--- src/hw/status_pkg.sv ---
package status_pkg;

   // Event latch bit positions
   localparam int unsigned EV_COMPLETION     = 0;
   localparam int unsigned EV_BUS_CONTROL    = 1;
   localparam int unsigned EV_QUERY_FAULT    = 2;
   localparam int unsigned EV_DEVICE_FAULT   = 3;
   localparam int unsigned EV_EXEC_FAULT     = 4;
   localparam int unsigned EV_COMMAND_FAULT  = 5;
   localparam int unsigned EV_USER_REQUEST   = 6;
   localparam int unsigned EV_POWER_UP       = 7;

   // Status byte bit positions
   localparam int unsigned SB_REPLY_WAITING  = 4;
   localparam int unsigned SB_EVENT_SUMMARY  = 5;
   localparam int unsigned SB_MASTER_SUMMARY = 6;
   localparam int unsigned SB_OPER_SUMMARY   = 7;

   // Values after reset
   localparam logic [7:0] EVENT_LATCH_RESET = 8'h80;
   localparam logic [7:0] MASK_RESET        = 8'h00;

   // Bits that never latch: bus control request and user request
   localparam logic [7:0] EVENT_NEVER_SET   = 8'h42;

   // Status byte bits with a meaning; the rest read as zero
   localparam logic [7:0] STATUS_USED       = 8'hf0;

   // Register access commands
   typedef enum logic [2:0] {
      CMD_NONE,
      CMD_CLEAR_STATUS,
      CMD_WRITE_EVENT_MASK,
      CMD_READ_EVENT_MASK,
      CMD_READ_EVENT_LATCH,
      CMD_WRITE_SERVICE_MASK,
      CMD_READ_SERVICE_MASK,
      CMD_READ_STATUS_BYTE
   } cmd_e;

endpackage

--- src/hw/event_latch.sv ---
`timescale 1ns/1ps
// Eight sticky event flags with read-clear and global clear
module event_latch #(
   parameter int unsigned WIDTH = 8
) (
   // Clock and reset
   input  wire logic             clk,
   input  wire logic             rstn,
   // Events and clears
   input  wire logic [WIDTH-1:0] set_pulse,
   input  wire logic             clear,
   // Latched value
   output logic      [WIDTH-1:0] value_q
);

   logic [WIDTH-1:0] value_d;  // Next latched value

   // Each bit sets on its event; a set in the clearing cycle survives
   always_comb begin
      for (int i = 0; i < WIDTH; i++) begin
         if (set_pulse[i]) begin
            value_d[i] = 1'b1;
         end else if (clear) begin
            value_d[i] = 1'b0;
         end else begin
            value_d[i] = value_q[i];
         end
      end
   end

   // Power-up flag starts set, all others clear
   always_ff @(posedge clk or negedge rstn) begin
      if (!rstn) begin
         value_q <= status_pkg::EVENT_LATCH_RESET[WIDTH-1:0];
      end else begin
         value_q <= value_d;
      end
   end

endmodule

--- src/hw/status_reporting.sv ---
`timescale 1ns/1ps
module status_reporting (
   // Clock and reset
   input  wire logic       clk,
   input  wire logic       rstn,
   // Command port from the command parser
   input  wire logic       cmd_valid,
   input  status_pkg::cmd_e cmd_code,
   input  wire logic [7:0] cmd_data,
   // Error and completion conditions, one-cycle pulses
   input  wire logic       exec_fault,
   input  wire logic       device_fault,
   input  wire logic       command_fault,
   input  wire logic       completion_done,
   input  wire logic       new_message_in,
   // Live conditions
   input  wire logic       reply_pending,
   input  wire logic       operation_event_any,
   // Reply port
   output logic            reply_valid_q,
   output logic [7:0]      reply_data_q,
   // Status outputs
   output logic [7:0]      status_byte_q,
   output logic            service_request_q
);

   logic [7:0] event_latch_q;       // Latched event flags
   logic [7:0] event_set;           // Event set pulses
   logic       latch_clear;         // Clear request for the latch
   logic [7:0] event_mask_q;        // Event enable mask
   logic [7:0] event_mask_d;
   logic [7:0] service_mask_q;      // Service request enable mask
   logic [7:0] service_mask_d;
   logic       reply_valid_d;
   logic [7:0] reply_data_d;
   logic [7:0] status_live;         // Combinational status byte
   logic       master_live;         // Combinational master summary
   logic [7:0] status_byte_d;
   logic       service_request_d;
   logic       master_prev_q;       // Master summary one cycle back
   logic       master_prev_d;
   logic       query_fault;         // Unread reply overrun

   // Unread reply met by a further command is a query fault
   always_comb begin
      query_fault = new_message_in && reply_pending;
   end

   // Gather event sources; reserved bits stay zero
   always_comb begin
      event_set                            = 8'h00;
      event_set[status_pkg::EV_EXEC_FAULT]    = exec_fault;
      event_set[status_pkg::EV_DEVICE_FAULT]  = device_fault;
      event_set[status_pkg::EV_QUERY_FAULT]   = query_fault;
      event_set[status_pkg::EV_COMPLETION]    = completion_done;
      event_set[status_pkg::EV_COMMAND_FAULT] = command_fault;
      event_set = event_set & ~status_pkg::EVENT_NEVER_SET;
   end

   // Latch is cleared by the event query or by clear status
   always_comb begin
      latch_clear = cmd_valid && ((cmd_code == status_pkg::CMD_READ_EVENT_LATCH) ||
                                  (cmd_code == status_pkg::CMD_CLEAR_STATUS));
   end

   event_latch #(
      .WIDTH (8)
   ) u_event_latch (
      .clk       (clk),
      .rstn      (rstn),
      .set_pulse (event_set),
      .clear     (latch_clear),
      .value_q   (event_latch_q)
   );

   // Live status byte; summary bits are not latched
   always_comb begin
      status_live = 8'h00;
      status_live[status_pkg::SB_REPLY_WAITING] = reply_pending;
      status_live[status_pkg::SB_EVENT_SUMMARY] = |(event_latch_q & event_mask_q);
      status_live[status_pkg::SB_OPER_SUMMARY]  = operation_event_any;
      master_live = |(status_live & service_mask_q & ~(8'h01 << status_pkg::SB_MASTER_SUMMARY));
      status_live[status_pkg::SB_MASTER_SUMMARY] = master_live;
      status_live = status_live & status_pkg::STATUS_USED;
   end

   // Status byte and service request; status byte reads never disturb them, an event latch read clears the event summary
   always_comb begin
      status_byte_d     = status_live;
      master_prev_d     = master_live;
      service_request_d = master_live && !master_prev_q;
   end

   // Mask writes and clear status
   always_comb begin
      event_mask_d   = event_mask_q;
      service_mask_d = service_mask_q;
      if (cmd_valid && cmd_code == status_pkg::CMD_WRITE_EVENT_MASK) begin
         event_mask_d = cmd_data;
      end else if (cmd_valid && cmd_code == status_pkg::CMD_WRITE_SERVICE_MASK) begin
         service_mask_d = cmd_data;
      end else if (cmd_valid && cmd_code == status_pkg::CMD_CLEAR_STATUS) begin
         event_mask_d   = status_pkg::MASK_RESET;
         service_mask_d = status_pkg::MASK_RESET;
      end
   end

   // Query replies; the event reply is the value before clearing
   always_comb begin
      reply_valid_d = 1'b0;
      reply_data_d  = 8'h00;
      if (cmd_valid && cmd_code == status_pkg::CMD_READ_EVENT_LATCH) begin
         reply_valid_d = 1'b1;
         reply_data_d  = event_latch_q;
      end else if (cmd_valid && cmd_code == status_pkg::CMD_READ_EVENT_MASK) begin
         reply_valid_d = 1'b1;
         reply_data_d  = event_mask_q;
      end else if (cmd_valid && cmd_code == status_pkg::CMD_READ_SERVICE_MASK) begin
         reply_valid_d = 1'b1;
         reply_data_d  = service_mask_q;
      end else if (cmd_valid && cmd_code == status_pkg::CMD_READ_STATUS_BYTE) begin
         reply_valid_d = 1'b1;
         reply_data_d  = status_live;
      end
   end

   // Register all state; outputs come straight from flops
   always_ff @(posedge clk or negedge rstn) begin
      if (!rstn) begin
         event_mask_q      <= status_pkg::MASK_RESET;
         service_mask_q    <= status_pkg::MASK_RESET;
         reply_valid_q     <= 1'b0;
         reply_data_q      <= 8'h00;
         status_byte_q     <= 8'h00;
         service_request_q <= 1'b0;
         master_prev_q     <= 1'b0;
      end else begin
         event_mask_q      <= event_mask_d;
         service_mask_q    <= service_mask_d;
         reply_valid_q     <= reply_valid_d;
         reply_data_q      <= reply_data_d;
         status_byte_q     <= status_byte_d;
         service_request_q <= service_request_d;
         master_prev_q     <= master_prev_d;
      end
   end
endmodule

--- config.mk ---
export PLATFORM = sky130hd
export DESIGN_NAME = status_reporting
export DESIGN_NICKNAME = d
export VERILOG_FILES = /design/src/hw/status_pkg.sv /design/src/hw/event_latch.sv /design/src/hw/status_reporting.sv
export SDC_FILE = /design/constraint.sdc
export NUM_CORES = 1
export LEC_CHECK = 0
export BUFFER_PORTS_ARGS = -buffer_cell sky130_fd_sc_hd__buf_4
export CORE_UTILIZATION = 45
export DETAILED_ROUTE_END_ITERATION = 8
export PLACE_DENSITY = 0.68
export SYNTH_ARGS = -nofsm -noshare
export SYNTH_HDL_FRONTEND = slang
export SYNTH_HIERARCHICAL = 1
export SYNTH_SLANG_ARGS = --single-unit
--- constraint.sdc ---
create_clock -name clk -period 1.24 [get_ports clk]
set_input_delay 0.062 -clock clk [delete_from_list [all_inputs] [get_ports clk]]
set_output_delay 0.062 -clock clk [all_outputs]
set_load 0.02 [all_outputs]
# Word-level counts from Yosys, hierarchy flattened
# Cells that the tools add are included.
# word_totals
ff_bits,37
latchBits,0
ram_bits,0
mem_bits_ro,0
out_inout_bits,18
word_cells,65
memories,0
# classes
addsub,0
multipliers,0
div_mod_pow,0
order_cmp,0
eq_ne,8
n_shift,0
n_mux,18
bitwise_logic,3
reduce_logical,23
# op_table
cell,count
$mux W8,8
$and A8 B8 Y8,2
$reduce_bool A2 Y1,7
$eq A3 B3 Y1 const B,4
$logic_and A1 B1 Y1,10
$mux W1,10
$reduce_or A8 Y1,1
$reduce_or A7 Y1,1
$eq A3 B2 Y1 const B,2
$reduce_and A2 Y1,2
$eq A3 B1 Y1 const B,1
$ne A2 B2 Y1 const B,1
$logic_not A1 Y1,1
$logic_or A1 B1 Y1,1
$not A1 Y1,1

# Logic depth before layout (Yosys ltp)
# logic_depth
depth_word,8
ltp_mapped,6

# Hierarchy
# The synthesis kept the hierarchy.
# by_module_without_submodules
mod,n_inst,cells_each,area_per_inst_um2,seq_area_each_um2
status_reporting,1,137,1465.2,750.7
event_latch,1,17,265.3,201.4

# Worst setup path before layout
# Ideal clock, no wire load.
# synth_path
kind,input to register
start,input cmd_code[1]
end,register u_event_latch.value_q[4]
arrival_time_ns,1.051
required_time_ns,1.122
slack_ns,0.071
cell_stages,6
path_cell_list,buf_2 > nand3b_2 > buf_2 > o21ai_1 > inv_2 > a21o_1
# synth_between
elab_chain_cells,4
elab_cells_between_ends,5
classes_between,eq/ne (2); reduce/logical (3)
# synth_rtl
item,line_no,source
from (decl),status_reporting.sv:8,"input status_pkg::cmd_e cmd_code,"
$eq A3 B3 Y1 / $eq A3 B1 Y1 (equally long branches),"status_reporting.sv:62, status_reporting.sv:63",
$logic_or A1 B1 Y1 *,status_reporting.sv:62,latch_clear = cmd_valid && ((cmd_code == status_pkg::CMD_READ_EVENT_LATCH) ||
$logic_and A1 B1 Y1 *,status_reporting.sv:62,
via latch_clear,status_reporting.sv:29,logic latch_clear;
$reduce_bool A2 Y1 (no source line) *,-,
to (signal assigned),event_latch.sv:34,value_q <= status_pkg::EVENT_LATCH_RESET[WIDTH-1:0];
to (signal assigned),event_latch.sv:36,value_q <= value_d;
to (decl),event_latch.sv:13,output logic [WIDTH-1:0] value_q
# Mark *: on every way through the listed nets, which the timed path passes. The rest lies on a longest branch.
# A chain may end at the register's enable or synchronous reset.

# Worst setup path after layout
# layout_path
start,register event_mask_q[4]
end,register reply_data_q[5]
# layout_between
elab_chain_cells,6
# layout_rtl
item,line_no,source
from (decl),status_reporting.sv:30,logic [7:0] event_mask_q;
from (signal assigned),status_reporting.sv:130,event_mask_q <= status_pkg::MASK_RESET;
from (signal assigned),status_reporting.sv:138,event_mask_q <= event_mask_d;
$and A8 B8 Y8,status_reporting.sv:80,status_live[status_pkg::SB_EVENT_SUMMARY] = |(event_latch_q & event_mask_q);
$reduce_or A8 Y1,status_reporting.sv:80,
via status_byte_d[5],status_reporting.sv:38,logic [7:0] status_byte_d;
$mux W8,status_reporting.sv:121,end else if (cmd_valid && cmd_code == status_pkg::CMD_READ_STATUS_BYTE) begin
$mux W8,status_reporting.sv:118,end else if (cmd_valid && cmd_code == status_pkg::CMD_READ_SERVICE_MASK) begin
$mux W8,status_reporting.sv:115,end else if (cmd_valid && cmd_code == status_pkg::CMD_READ_EVENT_MASK) begin
$mux W8,status_reporting.sv:112,if (cmd_valid && cmd_code == status_pkg::CMD_READ_EVENT_LATCH) begin
via reply_data_d[5],status_reporting.sv:35,logic [7:0] reply_data_d;
to (signal assigned),status_reporting.sv:141,reply_data_q <= reply_data_d;
to (decl),status_reporting.sv:21,"output logic [7:0] reply_data_q,"
# The timed path passes the listed nets, and every way through them passes these cells.

==> run summary <==
CP Launch Type: flop
DP Area: 2040 um2
Mux contribution to synthesized area: 1.74%
RSZ-0062 raised after global routing: true
Primary FF master, synth: dfrtp_1
Metal-1 WL: 1730 um
Seq/Total Area, Yosys: 55.0%
Sequential Power Share: 47.1%
Htree depth: 2
GRT Resource Usage Total: 21.2%
Crit path cell chain: a22oi_1, nand4_1, a22oi_1, nor2_1
Fin crit share: 99.1%
WL met3: 255 um
Final Non-Filler Cells: 260
PwrDens: 1420 nW/um2
Final instance area: 2280 um2
PortBufs: 34
Area grow syn2layout: 32.0%
Worst Path Buf+Inv: 0
CTS sink count: 38
Worst vdd ir: 688 uV
Post-layout net count: 232
Required time of the worst setup path: 1.42 ns
Number of global-route vias before repair: 1,306
CP top delay family: compound AO/OA/AOI/OAI gates
DRC: 0
Switching share of power: 27.1%
Simple-gate portion of the synthesized area: 13.5%
IO Count: 39
YS warnings: 6
Final setup vio count: 0
Yosys reg bits: 38
Final Wtd Congestion: 0.837
Routed wl met2: 1890 um
Top sig layer: met4
Outcome: finished, final reports clean
Core area: 3660 um2
Total of max-cap violations: 0
Worst Hold Class: input pin to flop
Cell Area, Synth: 1730 um2
Async SR Flop Fraction: 100%
Pins Over Slew Limit: 0
WP data arrival: 1.41 ns
Starting density of the core: 47.3%
DRT Pass-1 Iters: 7
Post-synth EDFFs: 0
DIE WIDTH: 64.0 um
Die height: 64.0 um
Clock buffer depth: 2
Layout cells sized above 1: 33.5%
Dpl ws: -0.00495 ns
Worst hold slack: 0.0258 ns
Post-synthesis xor/xnor area fraction: 0%
Crit. End Element: flop
CTS tree: yes
Largest net degree at the start of global routing: 39
Total Power: 0.00323 W
Die ar.: 4100 um2
Worst-Skew Late Latency: 0.29 ns
P_int: 0.00236 W
CP max stage cell: dfrtp_1
FP Rows: 22
Crit path max fanout: 4
Comb power frac: 22.5%
Total wire length: 3930 um
Starting DRC count in detailed routing: 65
Avg WL per Cell: 15.1 um
Clock power frac: 30.4%
Switch Pwr: 0.000875 W
Worst Setup Path Type: flop to flop
GRT Residual Overflow: 0
Via count: 1,393
Worst setup slack after layout: 0.0108 ns
Post-synthesis cell type count: 38
Clock-pin slew on the worst setup and hold paths: 0.08 ns
Post-Place Cells: 238
TritonCTS Buffers: 5
Leak: 1.09 nW
Final Hold Fails: 0
Syn_area_per_cell: 11.2 um2
Cell with the most instances on the worst path: a22oi_1
Final worst path period need: 1.23 ns
Critical path's largest stage delay: 0.40 ns
DP HPWL: 2730 um
Fmax achieved: 814 MHz
Synth Area in Adders: 0%
Root buffer cell: clkbuf_8
DRT antenna net count: 0
Initial antenna violation count: 0
Global-route wire length before repair: 6440 um
Diode count: 0
Worst Skew: 0.00756 ns
Via/cell ratio: 5.36
Synth Area in Compound Gates: 23.9%
Main combinational cell family by area after synthesis: compound AO/OA/AOI/OAI gates
Mapped Cells: 154
==> synthesized netlist by cell type, types with 3 or more instances <==
cell	count	area [um2]
o21ai_1	9	45.0
nand3_1	3	15.0
a22oi_1	7	52.6
a21o_1	8	60.1
a222oi_1	4	40.0
inv_1	4	15.0
buf_2	3	15.0
nand2_1	19	71.3
nor2_1	8	30.0
dfrtp_1	37	926
a22o_1	16	140
buf_4	5	37.5
==> power by group through the flow <==
stage / clock network [W] / logic [W] / registers [W]
global placement: 0 / 0.000595 / 0.00155
CTS: 0.000997 / 0.000678 / 0.00153
detailed placement: 0 / 0.000607 / 0.00156
global route: 0.00106 / 0.000793 / 0.00154
floorplan: 0 / 0.000355 / 0.00157
finish: 0.000982 / 0.000729 / 0.00152
==> final cells by class <==
type,instances,area [um2]
inverter,5,18.8
fill,301,1380
multi-input combinational,106,713
sequential,38,952
tap,48,60.1
clock buffer,8,110
timing repair buffer,55,430
==> kinds of logic (layout without fill, tap and decap cells) <==
group / Yosys count / in the layout
flops: 38 / 38
other cells: 1 / 7
mux: 2 / 2
buf+inv: 16 / 68
compound gates: 52 / 52
simple gates: 45 / 45
==> worst register-to-register path: stages (launching register included) <==
cell     delay, ns
dfrtp_1       0.40
a22oi_1       0.20
nand4_1       0.23
a22oi_1       0.25
nor2_1        0.06
==> path summary, 6_finish.rpt <==
kind | from | to | slack [ns] | cells after the start
max | event_mask_q[4] | reply_data_q[5] | 0.01 | 4
max in group asynchronous | rstn | u_event_latch/value_q[7] | 0.61 | 2
min reg2reg | status_byte_q[6] | service_request_q | 0.44 | 1
min in group asynchronous | rstn | reply_data_q[3] | 0.27 | 2
max reg2reg | event_mask_q[4] | reply_data_q[5] | 0.01 | 4
min | cmd_data[5] | service_mask_q[5] | 0.03 | 3
==> placed cells by master, fill, tap and decap left out <==
cell type,netlist,routed
nand4b_1,1,1
a22o_1,16,16
nand3b_2,1,1
nor2b_1,2,2
nor3_2,1,1
nor2_1,8,8
or3_1,1,1
buf_4,5,48
nand2b_1,1,1
o21bai_4,1,1
inv_2,1,1
dfrtp_1,37,37
nand4_1,1,1
mux2_4,2,2
o32ai_1,1,1
o21ai_1,9,9
conb_1,1,7
a21oi_1,1,1
a222oi_1,4,4
nand2_1,19,19
inv_1,4,4
or2_2,1,1
and2_1,1,1
o21ai_0,1,1
nand2b_2,1,1
nor2_4,2,2
dlygate4sd3_1,0,7
dfstp_2,1,1
nand3_1,3,3
clkbuf_8,0,8
a22oi_1,7,5
nand2_2,1,1
and3_1,1,1
a22oi_2,1,3
a221oi_1,2,2
a21boi_0,1,1
a21o_1,8,8
==> registers in the layout (all words and copies together), names as in the netlist <==
signal,count
event_mask_q,8
u_event_latch/value_q,8
status_byte_q,4
reply_data_q,8
reply_valid_q,1
service_mask_q,8
service_request_q,1
==> per-layer routing <==
layer / global-route usage [%] / vias to the layer above
li1: - / 666
met1: 28.0 / 672
met2: 33.4 / 50
met3: 5.18 / 5
met4: 8.24 / 0
met5: 0 / -
==> timing repair <==
item | CTS | global route
hold buffers | 7 | 0
resized for setup | 2 | 0
pin swaps | 2 | 3
endpoints found under the setup margin | 1 | 1
buffers inserted | 3 | 4
hold endpoints to repair | 43 | 0
==> metrics by stage <==
| step | util (%) | setup TNS [ns] |
|---|---|---|
| detailed placement | 55.8 | -0.00495 |
| CTS | 61.6 | 0 |
| global route | 62.4 | -0.0359 |
| finish | 62.4 | 0 |
| global placement | 55.8 | 0 |
| floorplan | - | 0 |
No activity file was read; power rests on OpenSTA's default activity.
